[src/verilog/spbc_params.svh]
`ifndef SPBC_PARAMS_SVH
`define SPBC_PARAMS_SVH

// sector count: 46 sectors addressed through A18..A11
`define SPBC_NUM_SECTORS 46
`define SPBC_SA_W 8
// command codes on the low data byte
`define SPBC_CMD_VLOCK_SET 8'h01
`define SPBC_CMD_VLOCK_CLR 8'h00
`define SPBC_CMD_NV_PE 8'h60
`define SPBC_CMD_RESET 8'hF0
// timing in nanoseconds and the clock period
`define SPBC_CLK_NS 20
`define SPBC_UNLOCK_GAP_NS 2000
`define SPBC_UNLOCK_BUSY_NS 1000
`define SPBC_NV_OP_NS 1000
`define SPBC_TIMEOUT_NS 4000
// least gap rounds up, busy time rounds down
`define SPBC_GAP_CYC \
   ((`SPBC_UNLOCK_GAP_NS + `SPBC_CLK_NS - 1) / `SPBC_CLK_NS)
`define SPBC_BUSY_CYC (`SPBC_UNLOCK_BUSY_NS / `SPBC_CLK_NS)
`define SPBC_NV_CYC (`SPBC_NV_OP_NS / `SPBC_CLK_NS)
`define SPBC_TMO_CYC (`SPBC_TIMEOUT_NS / `SPBC_CLK_NS)
`define SPBC_CNT_W 8
// status verify selectors
`define SPBC_VFY_VOL 2'h0
`define SPBC_VFY_PERS 2'h1
`define SPBC_VFY_FRZ 2'h2

`endif

[src/verilog/spbc_pkg.sv]
package spbc_pkg;
   typedef enum logic [2:0] {
      SPBC_IDLE,
      SPBC_UNLOCK_BUSY,
      SPBC_NV_BUSY,
      SPBC_NV_TIMEOUT,
      SPBC_NV_DONE
   } spbc_state_t;
   typedef enum logic [1:0] {
      SPBC_OP_NONE,
      SPBC_OP_PROGRAM,
      SPBC_OP_ERASE
   } spbc_nvop_t;
endpackage

[src/verilog/spbc_timer_if.sv]
interface spbc_timer_if;
   logic start;
   logic [7:0] load;
   logic done;
   modport ctl (output start, output load, input done);
   modport tmr (input start, input load, output done);
endinterface

[src/verilog/spbc_timer.sv]
`include "spbc_params.svh"

module spbc_timer
(
   input wire logic sys_clk,
   input wire logic reset_n,
   spbc_timer_if.tmr tif
);
   logic [`SPBC_CNT_W-1:0] cnt_q;
   logic [`SPBC_CNT_W-1:0] cnt_d;
   logic run_q;
   logic run_d;
   logic done_q;

   assign cnt_d = tif.start ? tif.load :
                  (cnt_q != 8'h00) ? cnt_q - 8'h01 : cnt_q;
   assign run_d = tif.start | (run_q & (cnt_q != 8'h01));
   assign tif.done = done_q;

   always_ff @(posedge sys_clk or negedge reset_n)
   begin
      if (!reset_n)
      begin
         cnt_q <= 8'h00;
         run_q <= 1'b0;
         done_q <= 1'b0;
      end
      else
      begin
         cnt_q <= cnt_d;
         run_q <= run_d;
         // one-cycle pulse when a loaded count expires
         done_q <= run_q & ~tif.start & (cnt_q == 8'h01);
      end
   end
endmodule

[src/verilog/spbc_core.sv]
`include "spbc_params.svh"

// Summary of operation
// - volatile write: sector on A18..A11, 01h sets, 00h clears, upper data ignored
// - volatile writes accepted whatever persistent bits or freeze bit hold
// - every volatile bit cleared by reset
// - read/reset command returns the block to normal reading
// - volatile writes accepted with the secure otp overlay enabled too
// - unlock clears freeze only when all 64 entered bits match the password
// - unlock portion within 2 us of previous one is ignored
// - x32: address bit 0 picks half, lower half first
// - x16: two low address bits pick portion, order 00,01,10,11
// - out of order portions report no match, freeze stays set
// - unlock busy: busy pin low, small bank toggles bit 6
// - about 1 us per portion, then busy released
// - persistent program: sector on A18..A11, 60h, select line low
// - freeze set and bit already set: no program, time-out
// - 60h with select line high bulk erases all persistent bits
// - freeze set: no bulk erase, ends by time-out
// - protected if persistent bit set, else if volatile bit set
// - status verify reports volatile, persistent and freeze bits
// - only successful unlock or reset clears the freeze bit
// - on freeze set, persistent bits copied into volatile bits
// - 60h enters nv mode; bit 6 toggles, then value on bit 0
module spbc_core
(
   input wire logic sys_clk,
   input wire logic reset_n,
   input wire logic bus_x32,
   input wire logic otp_overlay_en,
   input wire logic [`SPBC_SA_W-1:0] sector_addr,
   input wire logic [1:0] portion_addr,
   input wire logic program_erase_select_line,
   input wire logic [31:0] wr_data,
   input wire logic vlock_wr,
   input wire logic nv_cmd_wr,
   input wire logic reset_cmd_wr,
   input wire logic freeze_set_wr,
   input wire logic unlock_wr,
   input wire logic [63:0] password,
   input wire logic [1:0] verify_sel,
   input wire logic small_bank_rd,
   input wire logic [`SPBC_SA_W-1:0] query_sector,
   input wire logic [31:0] array_rd_data,
   output logic [31:0] rd_data,
   output logic busy_indicator_pin,
   output logic persistent_lock_freeze,
   output logic [`SPBC_NUM_SECTORS-1:0] sector_protected,
   output logic verify_value
);
   localparam int NS = `SPBC_NUM_SECTORS;

   spbc_timer_if tif ();
   spbc_timer u_timer
   (
      .sys_clk(sys_clk),
      .reset_n(reset_n),
      .tif(tif)
   );

   // ****************************************************
   // state
   // ****************************************************
   spbc_pkg::spbc_state_t state_q;
   spbc_pkg::spbc_state_t state_d;
   spbc_pkg::spbc_nvop_t op_q;
   logic [NS-1:0] vol_q;
   logic [NS-1:0] pers_q;
   logic freeze_q;
   logic [1:0] next_portion_q;
   logic match_q;
   logic [`SPBC_CNT_W-1:0] gap_q;
   logic toggle_q;
   logic bit_value_q;
   logic nv_mode_q;
   logic [`SPBC_SA_W-1:0] op_sector_q;
   logic [31:0] rd_data_q;
   logic verify_q;

   // ****************************************************
   // decode
   // ****************************************************
   wire idle = (state_q == spbc_pkg::SPBC_IDLE);
   wire sect_ok = (sector_addr < NS);
   wire vlock_set = (wr_data[7:0] == `SPBC_CMD_VLOCK_SET);
   wire vlock_clr = (wr_data[7:0] == `SPBC_CMD_VLOCK_CLR);
   // otp overlay state is not consulted freeze/persistent neither
   wire vlock_go = vlock_wr & sect_ok & (vlock_set | vlock_clr);
   wire nv_go = nv_cmd_wr & idle
                & (wr_data[7:0] == `SPBC_CMD_NV_PE);
   wire do_erase = nv_go & program_erase_select_line;
   wire do_prog = nv_go & ~program_erase_select_line & sect_ok;
   wire prog_block = freeze_q & pers_q[sector_addr[5:0]];
   wire erase_block = freeze_q;
   // too-early portions are ignored altogether
   wire unlock_go = unlock_wr & idle & (gap_q == 8'h00);
   wire [1:0] want = bus_x32 ? {1'b0, next_portion_q[0]} : next_portion_q;
   wire [1:0] got = bus_x32 ? {1'b0, portion_addr[0]} : portion_addr;
   wire in_order = (got == want);
   wire [31:0] pw_x32 = portion_addr[0] ? password[63:32] :
                        password[31:0];
   wire [15:0] pw_x16 = password[16*portion_addr +: 16];
   wire part_ok = bus_x32 ? (wr_data == pw_x32) :
                  (wr_data[15:0] == pw_x16);
   wire last_portion = bus_x32 ? (got == 2'h1) : (got == 2'h3);
   wire match_now = match_q & part_ok & in_order;
   wire freeze_rise = freeze_set_wr & ~freeze_q;
   wire in_busy = (state_q == spbc_pkg::SPBC_UNLOCK_BUSY) |
                  (state_q == spbc_pkg::SPBC_NV_BUSY) |
                  (state_q == spbc_pkg::SPBC_NV_TIMEOUT);

   assign tif.start = unlock_go | nv_go;
   assign tif.load = unlock_go ? 8'(`SPBC_BUSY_CYC) :
                     (do_erase & erase_block) | (do_prog & prog_block) ?
                     8'(`SPBC_TMO_CYC) : 8'(`SPBC_NV_CYC);

   // ****************************************************
   // sequencer
   // ****************************************************
   always_comb
   begin
      state_d = state_q;
      case (state_q)
         spbc_pkg::SPBC_IDLE:
         begin
            if (unlock_go)
               state_d = spbc_pkg::SPBC_UNLOCK_BUSY;
            else if ((do_erase & erase_block) | (do_prog & prog_block))
               state_d = spbc_pkg::SPBC_NV_TIMEOUT;
            else if (do_erase | do_prog)
               state_d = spbc_pkg::SPBC_NV_BUSY;
         end
         spbc_pkg::SPBC_UNLOCK_BUSY:
            if (tif.done)
               state_d = spbc_pkg::SPBC_IDLE;
         spbc_pkg::SPBC_NV_BUSY,
         spbc_pkg::SPBC_NV_TIMEOUT:
            if (tif.done)
               state_d = spbc_pkg::SPBC_NV_DONE;
         spbc_pkg::SPBC_NV_DONE:
            if (reset_cmd_wr)
               state_d = spbc_pkg::SPBC_IDLE;
         default:
            state_d = spbc_pkg::SPBC_IDLE;
      endcase
   end

   always_ff @(posedge sys_clk or negedge reset_n)
   begin
      if (!reset_n)
      begin
         state_q <= spbc_pkg::SPBC_IDLE;
         op_q <= spbc_pkg::SPBC_OP_NONE;
         op_sector_q <= 8'h00;
      end
      else
      begin
         state_q <= state_d;
         if (nv_go)
         begin
            op_q <= do_erase ? spbc_pkg::SPBC_OP_ERASE :
                    spbc_pkg::SPBC_OP_PROGRAM;
            op_sector_q <= sector_addr;
         end
      end
   end

   // ****************************************************
   // protection bits
   // ****************************************************
   genvar s;
   generate
      for (s = 0; s < NS; s++)
      begin : g_sect
         wire pick = (sector_addr == 8'(s));
         wire nv_end = tif.done & (state_q == spbc_pkg::SPBC_NV_BUSY);
         always_ff @(posedge sys_clk or negedge reset_n)
         begin
            if (!reset_n)
            begin
               vol_q[s] <= 1'b0;
               pers_q[s] <= 1'b0;
            end
            else
            begin
               if (freeze_rise)
                  vol_q[s] <= pers_q[s];
               else if (vlock_go & pick)
                  vol_q[s] <= vlock_set;
               if (nv_end & (op_q == spbc_pkg::SPBC_OP_ERASE))
                  pers_q[s] <= 1'b0;
               else if (nv_end & (op_sector_q == 8'(s)))
                  pers_q[s] <= 1'b1;
            end
         end
         // persistent bit dominates, else volatile bit
         assign sector_protected[s] = pers_q[s] | vol_q[s];
      end
   endgenerate

   // ****************************************************
   // password unlock
   // ****************************************************
   always_ff @(posedge sys_clk or negedge reset_n)
   begin
      if (!reset_n)
      begin
         freeze_q <= 1'b0;
         next_portion_q <= 2'h0;
         match_q <= 1'b1;
         gap_q <= 8'h00;
      end
      else
      begin
         if (unlock_go)
            gap_q <= 8'(`SPBC_GAP_CYC);
         else if (gap_q != 8'h00)
            gap_q <= gap_q - 8'h01;
         if (freeze_rise)
            freeze_q <= 1'b1;
         else if (unlock_go & last_portion & match_now)
            freeze_q <= 1'b0;
         if (unlock_go)
         begin
            // order tracking restarts after the final portion
            next_portion_q <= last_portion ? 2'h0 : next_portion_q + 2'h1;
            match_q <= last_portion ? 1'b1 : match_now;
         end
         else if (reset_cmd_wr & idle)
         begin
            next_portion_q <= 2'h0;
            match_q <= 1'b1;
         end
      end
   end

   // ****************************************************
   // status and read path
   // ****************************************************
   wire vfy_vol = vol_q[query_sector[5:0]];
   wire vfy_pers = pers_q[query_sector[5:0]];
   wire vfy_sel = (verify_sel == `SPBC_VFY_VOL) ? vfy_vol :
                  (verify_sel == `SPBC_VFY_PERS) ? vfy_pers :
                  (verify_sel == `SPBC_VFY_FRZ) ? freeze_q : 1'b0;
   // done value: program ok if bit set; erase ok if all clear
   wire nv_result = (op_q == spbc_pkg::SPBC_OP_ERASE) ? ~|pers_q :
                    pers_q[op_sector_q[5:0]];
   wire show_status = in_busy & small_bank_rd;
   wire [31:0] status_word = {25'h0, toggle_q, 5'h0, bit_value_q};

   always_ff @(posedge sys_clk or negedge reset_n)
   begin
      if (!reset_n)
      begin
         toggle_q <= 1'b0;
         bit_value_q <= 1'b0;
         nv_mode_q <= 1'b0;
         rd_data_q <= 32'h0;
         verify_q <= 1'b0;
      end
      else
      begin
         if (show_status)
            toggle_q <= ~toggle_q;
         if (state_q == spbc_pkg::SPBC_NV_DONE)
            bit_value_q <= nv_result;
         nv_mode_q <= (state_d == spbc_pkg::SPBC_NV_DONE);
         // large bank always sees array data
         rd_data_q <= show_status ? status_word :
                      (nv_mode_q & small_bank_rd) ?
                      {31'h0, bit_value_q} : array_rd_data;
         verify_q <= vfy_sel;
      end
   end

   assign rd_data = rd_data_q;
   assign busy_indicator_pin = ~in_busy;
   assign persistent_lock_freeze = freeze_q;
   assign verify_value = verify_q;
endmodule

[config.mk]
export PLATFORM = sky130hd
export DESIGN_NAME = spbc_core
export DESIGN_NICKNAME = d
export VERILOG_FILES = /design/src/verilog/spbc_pkg.sv /design/src/verilog/spbc_timer_if.sv /design/src/verilog/spbc_timer.sv /design/src/verilog/spbc_core.sv
export VERILOG_INCLUDE_DIRS = /design/src /design/src/verilog
export SDC_FILE = /design/constraint.sdc
export NUM_CORES = 1
export LEC_CHECK = 0
export BUFFER_PORTS_ARGS = -buffer_cell sky130_fd_sc_hd__buf_2
export CORE_MARGIN = 5
export CORE_UTILIZATION = 55
export DETAILED_ROUTE_END_ITERATION = 8
export PLACE_DENSITY = 0.84
export SYNTH_ARGS = -nofsm -noshare
export SYNTH_HDL_FRONTEND = slang
export SYNTH_SLANG_ARGS = --single-unit
[constraint.sdc]
create_clock -name sys_clk -period 2.4 [get_ports sys_clk]
set_input_delay 0.12 -clock sys_clk [delete_from_list [all_inputs] [get_ports sys_clk]]
set_output_delay 0.12 -clock sys_clk [all_outputs]
set_load 0.005 [all_outputs]
; Word-level counts from Yosys, hierarchy flattened
; Cells that the tools add are included.
[classes]
muxes = 225
n_lt_le_gt_ge = 4
reduce_logical = 107
n_eq_ne = 107
shifts = 1
bitwise_logic = 175
add_sub_neg = 3
[op_table]
columns = op, n
row1 = $eq 8x5->1 const B, 32
row2 = $eq 8x6->1 const B, 28
row3 = $mux 1, 199
row4 = $reduce_bool 2->1, 96
row5 = $eq 8x4->1 const B, 16
row6 = $and 1x1->1, 117
row7 = $mux 32, 3
row8 = $eq 8x3->1 const B, 8
row9 = $shiftx 64x7->16, 1
row10 = $or 1x1->1, 53
row11 = $mux 8, 6
row12 = $reduce_or 46->1, 1
row13 = $eq 32x32->1, 1
row14 = $eq 8x1->1 const B, 4
row15 = $eq 8x2->1 const B, 4
row16 = $logic_not 8->1, 4
row17 = $bmux 1 s6, 4
row18 = $lt 6x7->1 const B, 3
row19 = $mux 3, 6
row20 = $eq 16x16->1, 1
row21 = $reduce_bool 8->1, 2
row22 = $sub 8x1->8 const B, 2
row23 = $mux 2, 6
row24 = $pmux 3 s4, 1
row25 = other kinds (15), 24
[word_totals]
regBits = 163
word_cells = 729
out_inout_bits = 81
input_bits = 159

; Logic depth before layout (Yosys ltp)
; Gate-level depths: netlist (run 1).
[logic_depth]
ltp_word = 11
ltp_mapped = 10
depth_no_buf = 8

; Hierarchy
; From an unflattened synthesis (run 1), not the netlist that was laid out.
[unflattened]
hier_cells = 1015
area_unflattened_um2 = 10445.0
[modules_own_cells]
columns = mod, seq_area_each_um2, instances, area_per_inst_um2, cells_per_inst
row1 = spbc_core, 3829.9, 1, 9858.2, 954
row2 = spbc_timer, 250.2, 1, 586.8, 61

; Least setup slack after synthesis (run 1)
; Ideal clock, no wire load.
[synth_path]
path_type = in2reg
start = input port query_sector[2]
end = register verify_q (netlist: verify_value)
cell_stages = 7
t_arrival_ns = 2.084
setup_ns = 0.125
slack_ns = 0.191
path_buffers = 2
required_time_ns = 2.275
path_cell_list = clkbuf_1 clkbuf_1 mux4_2 mux4_2 mux2_2 a31oi_1 o21ai_1
[synth_between]
elab_chain_cells = 4
elab_cells_between_ends = 6
classes_between = mux (6)
[synth_lines]
columns = item, line_no
row1 = start: declaration, spbc_core.sv:43  ; input wire logic [`SPBC_SA_W-1:0] query_sector,
row2 = $bmux 1 s6, spbc_core.sv:241  ; wire vfy_pers = pers_q[query_sector[5:0]];
row3 = $mux 1 (not written as such), spbc_core.sv:241
row4 = $mux 1, spbc_core.sv:243  ; (verify_sel == `SPBC_VFY_PERS) ? vfy_pers :
row5 = $mux 1 *, spbc_core.sv:242  ; wire vfy_sel = (verify_sel == `SPBC_VFY_VOL) ? vfy_vol :
row6 = net vfy_sel, spbc_core.sv:242
row7 = end signal: assignment, spbc_core.sv:272  ; verify_q <= vfy_sel;
row8 = end: declaration, spbc_core.sv:78  ; logic verify_q;
; Mark *: on every way through the listed nets, which the timed path passes. The rest lies on a longest branch. The select of a mux whose other input is x is not followed.
; A chain may end at the register's enable or synchronous reset.

; Final worst setup path (run 1)
[layout_path]
start = input port sector_addr[7]
end = register vol_q[24]
[layout_between]
elab_chain_cells = 5
elab_cells_between_ends = 6
classes_between = order compare (1) / eq/ne (1) / bitwise (3) / reduce/logical (1)
[layout_lines]
columns = item, line_no
row1 = start: declaration, spbc_core.sv:31  ; input wire logic [`SPBC_SA_W-1:0] sector_addr,
row2 = $lt 8x6->1, spbc_core.sv:84  ; wire sect_ok = (sector_addr < NS);
row3 = $and 1x1->1 (2 in series), spbc_core.sv:88  ; wire vlock_go = vlock_wr & sect_ok & (vlock_set | vlock_clr);
row4 = $and 1x1->1 *, spbc_core.sv:188  ; else if (vlock_go & pick)
row5 = $reduce_bool 2->1 (no source line) *, -
row6 = end signal: indexed assignment, spbc_core.sv:187  ; vol_q[s] <= pers_q[s];
row7 = end signal: indexed assignment, spbc_core.sv:189  ; vol_q[s] <= vlock_set;
row8 = end: declaration, spbc_core.sv:67  ; logic [NS-1:0] vol_q;
; Every way passes the cells marked *; elsewhere a longest branch is shown, timed or not.

==> results of run 1 <==
tightest hold or removal path, stage by stage:
cell and delay [ns]:
buf_2 0.09, nand3b_1 0.11, o21ai_0 0.07
flip-flops by register name, summed over array words and instances, names as in the netlist, 2 cells and up:
| register | count |
|---|---|
| gap_q | 8 |
| next_portion_q | 2 |
| op_q | 2 |
| op_sector_q | 8 |
| pers_q | 46 |
| rd_data | 32 |
| state_q | 3 |
| u_timer.cnt_q | 8 |
| vol_q | 46 |
logic make-up after synthesis:
kind of cell / share of synthesized area, %
xor+xnor: 4.87
fa+ha+maj: 0.360
flops: 39.1
buf+inv: 3.40
mux: 24.8
compound gates: 8.58
simple gates: 18.9
final cells by class:
class	instances	area, um2	area share [%]
multi-input combinational	772	6030	46.2
clock inverter	12	105	0.805
timing repair buffer	323	2050	15.7
clock buffer	20	437	3.35
sequential	163	4080	31.3
antenna	2	5.00	0.0383
inverter	14	52.6	0.403
tap	234	293	2.24
power by group:
part           leakage (nW)  total [W]  switching [W]  internal [W]
logic                  3.82    0.00113       0.000574      0.000554
registers              2.15    0.00296      0.0000957       0.00287
clock network         0.265    0.00255        0.00112       0.00143
synth_stat cells (all sizes together), types with 3 or more instances:
cell    count  area (um2)
a211oi      5        37.5
a21o        4        30.0
a21oi      53         265
a31oi       6        37.5
and2       31         194
and3        4        25.0
buf        18         123
clkbuf     48         180
dfrtp     162        4050
ha          3        37.5
inv        14        52.6
mux2       13         146
mux2i     102        1020
mux4       62        1420
nand2      69         259
nand2b     12        75.1
nand3      27         135
nand4      13        81.3
nand4b      3        26.3
nor2       97         364
nor2b      14        87.6
nor3       20         100
nor3b       4        35.0
nor4       27         190
o21ai      62         310
or2        48         300
or3         5        31.3
xnor2      50         438
xor2        8        70.1
placed cells by master (no fill, tap or decap), types with 17 or more instances in the layout:
cell type      instances
mux4_2                55
nand3_1               26
dfrtp_1              162
buf_4                 39
clkbuf_16             17
or2_2                 47
and2_1                30
o21ai_1               53
nor4_1                25
nor2_1                96
nand2_1               69
xnor2_1               50
nor3_1                20
mux2i_1              102
buf_2                235
a21oi_1               53
dlygate4sd3_1         39
worst paths after layout:
check,to,cells after the start
max,vol_q[24],9
min,state_q[2],3
max reg2reg,verify_value,5
min reg2reg,toggle_q,1
max in group asynchronous,pers_q[27],3
min in group asynchronous,vol_q[1],2
metal layers:
metal / vias to the layer above / global-route usage [%] / part of all wire [%]
li1: 4230 / - / -
met1: 4620 / 36.6 / 36
met2: 745 / 48.8 / 48
met3: 134 / 7.14 / 11
met4: 0 / 12.4 / 4.6
met5: - / 0 / 0
through the flow:
| step | hold WS (ns) | std cells | cell area [um2] |
|---|---|---|---|
| floorplan | -0.176 | 1015 | 10400 |
| global placement | 0.0556 | 1467 | 12100 |
| detailed placement | 0.0583 | 1467 | 12100 |
| CTS | 0.00343 | 1538 | 13000 |
| global route | 0.0226 | 1540 | 13100 |
| finish | 0.0162 | 1540 | 13100 |
timing repair:
item	4_1_cts	5_1_grt
hold buffers	39	0
hold endpoints to repair	80	0
endpoints found under the setup margin	0	1
gates resized for setup	0	1
==> impl_metrics.json, run 1 <==
{
  "synth-edff-count": 0,
  "grt-ovfl-total": 0,
  "cts_tree": "yes",
  "drc_errors": 0,
  "min_path_type": "primary input to flip-flop",
  "setup_viol": 0,
  "worstPathCellList": "dlygate4sd3_1 > buf_2 > nor4_1 > nand4bb_4 > nor3b_2 > buf_4 > nor2b_1 > mux2i_1 > o21ai_1",
  "gp_congestion": 0.968,
  "first_global_vias": 9758,
  "end_kind": "flip-flop",
  "drt_first_iter_violations": 1103,
  "wire_per_inst_um": 20.9,
  "ys_async_sr_fraction_pct": 100,
  "worstHoldStart": "reset_cmd_wr",
  "p_total_w": 0.00664,
  "synthesis.nets": 1177,
  "path_max_fanout": 6,
  "post-route-period-util_pct": 96.1,
  "postRouteAntennaNets": 0,
  "cts_setup_buffers": 0,
  "chipWidth_um": 148,
  "initial_utilization_pct": 55.8,
  "path_clk_slew_ns": 0.06,
  "grt_antenna_before_repair": 2,
  "clk-insertion-delay-late_ns": 0.43,
  "grt_max_degree": 93,
  "ioPinCount": 240,
  "powerDensity_nw_per_um2": 509,
  "startpoint": "sector_addr[7]",
  "hpwl_mm": 23.3,
  "irDropWorstVdd_mv": 0.338,
  "ys_types": 68,
  "area_delta_synth_final_pct": 25.0,
  "fin_nets": 1453,
  "critical_path_class": "primary input to flip-flop",
  "io_buffers": 236,
  "setup_tns_ns": 0,
  "outcome": "complete, no violations",
  "critPathTopFamily": "simple AND/OR/NAND/NOR gates",
  "dp_worst_setup_slack_ns": 0.0378,
  "dr_total_vias": 9729,
  "worst_clock_skew_ns": 0.00570,
  "viasPerCell": 6.32,
  "syn_area_um2": 10400,
  "hold_viol_final": 0,
  "numCtsBuffers": 17,
  "grtUsageTotal_pct": 29.3,
  "wirelength_mm": 32.2,
  "maxSlewHeadroom_pct": 55.7,
  "grt_pass1_wl_mm": 50.9,
  "critPathLaunchType": "primary input",
  "report.final.slew_viol_count": 0,
  "final.fill_count": 1261,
  "cp.required_ns": 2.69,
  "r2r_setup_slack_ns": 0.18,
  "max_stage_delay_ns": 0.54,
  "cts_max_level": 4,
  "timing.final.ws_setup_ns": 0.0946,
  "yosysSeqAreaShare_pct": 39.1,
  "final_core_util_pct": 69.8,
  "root_buffer": "clkbuf_16",
  "arrival_ns": 2.60,
  "maxCapViolCount": 0,
  "firstDrtPassIters": 8,
  "synth_area_per_cell_um2": 10.3,
  "drive_gt1_share_pct": 32.8,
  "die_area_um2": 21800,
  "min_period_ns": 2.31,
  "ys_ff_latch": 163,
  "coreArea_um2": 18700,
  "die_h_um": 148,
  "timing.fmax_mhz": 434,
  "clkSinkCount": 163,
  "yosysWarnings": 0,
  "cp_slowest_cell": "dlygate4sd3_1",
  "synth_flop_cell": "dfrtp_1",
  "r2r-start": "pers_q[16]",
  "clockBufferDepth": 2,
  "syn_inst": 1015,
  "rows": 50,
  "tightestPinTransition_ns": 0.665,
  "p_leak_nw": 6.23,
  "rsz0062_at_grt": "no",
  "cp_num_buf_inv": 3
}
No activity file was read; power rests on OpenSTA's default activity.
==> inputs of run 2 (changes only) <==
SETUP_SLACK_MARGIN = 0.1   (was unset)
==> run 2 against run 1 <==
Net effect: worst setup slack better by 0.10 ns; total power about the same; critical path depth shrank 4; count of clock-buffer cells in the layout did not move; sequential power barely moved; maximum frequency grew 4.6%; combinational power about the same; worst hold slack got worse by 0.0070 ns; sequential share of layout area about the same; largest cell class unchanged.
==> impl_metrics.json, run 2 (synthesized netlist as in run 1, its figures left out) <==
{
  "outcome": "complete, no violations",
  "rows": 50,
  "numCtsBuffers": 17,
  "p_leak_nw": 6.23,
  "drc_errors": 0,
  "timing.fmax_mhz": 454,
  "irDropWorstVdd_mv": 0.341,
  "setup_viol": 0,
  "tightestPinTransition_ns": 0.691,
  "firstDrtPassIters": 6,
  "hold_viol_final": 0,
  "io_buffers": 236,
  "maxSlewHeadroom_pct": 53.9,
  "setup_tns_ns": 0,
  "dr_total_vias": 9709,
  "final_core_util_pct": 69.8,
  "cts_tree": "yes",
  "viasPerCell": 6.30,
  "path_clk_slew_ns": 0.07,
  "arrival_ns": 2.51,
  "layout_common_cells": "buf_2 (235), dfrtp_1 (162), mux2i_1 (102), nor2_1 (96), nand2_1 (69)",
  "ioPinCount": 240,
  "die_area_um2": 21800,
  "drt_first_iter_violations": 1026,
  "powerDensity_nw_per_um2": 508,
  "min_path_type": "primary input to flip-flop",
  "path_max_fanout": 7,
  "min_period_ns": 2.20,
  "area_delta_synth_final_pct": 25.1,
  "clkSinkCount": 163,
  "clk-insertion-delay-late_ns": 0.43,
  "critical_path_class": "flip-flop to flip-flop",
  "hpwl_mm": 23.3,
  "chipWidth_um": 148,
  "report.final.slew_viol_count": 0,
  "end_kind": "flip-flop",
  "grtUsageTotal_pct": 29.3,
  "wirelength_mm": 32.2,
  "first_global_vias": 9758,
  "maxCapViolCount": 0,
  "critPathLaunchType": "flip-flop",
  "fin_nets": 1453,
  "gp_congestion": 0.968,
  "postRouteAntennaNets": 0,
  "grt_pass1_wl_mm": 50.9,
  "die_h_um": 148,
  "clockBufferDepth": 2,
  "cts_max_level": 4,
  "grt_max_degree": 93,
  "coreArea_um2": 18700,
  "grt-ovfl-total": 0,
  "cp.required_ns": 2.70,
  "grt_antenna_before_repair": 3,
  "initial_utilization_pct": 55.8,
  "drive_gt1_share_pct": 32.9,
  "final_common_cell": "buf_2",
  "cts_setup_buffers": 0,
  "worst_clock_skew_ns": 0.00863,
  "wire_per_inst_um": 20.9,
  "post-route-period-util_pct": 91.9,
  "root_buffer": "clkbuf_16",
  "rsz0062_at_grt": "no",
  "final.fill_count": 1259
}
## run 2: report_power, final
group / switching [W] / internal [W] / leakage, nW
registers: 0.0000960 / 0.00287 / 2.15
logic: 0.000573 / 0.000554 / 3.82
clock network: 0.00112 / 0.00143 / 0.265
## run 2: final cells by class
class | instances | area [um2] | area share, %
Antenna cell | 3 | 7.51 | 0.0575
Timing Repair Buffer | 323 | 2050 | 15.7
Clock inverter | 12 | 105 | 0.805
Tap cell | 234 | 293 | 2.24
Inverter | 14 | 52.6 | 0.402
Multi-Input combinational cell | 772 | 6040 | 46.2
Sequential cell | 163 | 4080 | 31.2
Clock buffer | 20 | 437 | 3.34
## run 2: critical path, cell delays in order, from the launching register on
cell and delay, ns:
dfrtp_1 0.50, mux4_2 0.50, mux4_2 0.48, mux2_2 0.28, a31oi_1 0.20, o21ai_1 0.11
## run 2: metal layers
metal  global-route usage (%)  vias up  share of wire [%]  routed length [um]
met3                     7.14      115                 11                3570
met5                        0        -                  0                   0
met4                     12.4        0                4.2                1360
met1                     36.6     4647                 36               11700
li1                         -     4232                  -                   -
met2                     48.8      715                 48               15600
## run 2: repair_timing
action / CTS / global route
endpoints found under the setup margin: 0 / 21
gates resized for setup: 0 / 2
hold buffers: 39 / 0
hold endpoints to repair: 80 / 0
## run 2: final timing paths
kind                         startpoint            to  slack (ns)  cells past startpoint
max in group asynchronous       reset_n    pers_q[27]        1.34                      3
min in group asynchronous       reset_n      vol_q[1]        0.16                      2
min                        reset_cmd_wr    state_q[2]       0.009                      3
max                          pers_q[16]  verify_value        0.20                      5
max reg2reg                  pers_q[16]  verify_value        0.20                      5
min reg2reg                    toggle_q      toggle_q        0.47                      1
## run 2: per-stage QoR
| stage | setup WS [ns] | total power [W] | hold slack [ns] | instance area, um2 | std cells |
|---|---|---|---|---|---|
| finish | 0.195 | 0.00664 | 0.00927 | 13100 | 1541 |
| global route | 0.135 | 0.00690 | 0.0226 | 13100 | 1541 |
| CTS | 0.139 | 0.00664 | 0.00343 | 13000 | 1538 |
| detailed placement | 0.0378 | 0.00407 | 0.0583 | 12100 | 1467 |
| global placement | 0.0756 | 0.00403 | 0.0556 | 12100 | 1467 |
| floorplan | 0.191 | 0.00364 | -0.176 | 10400 | 1015 |
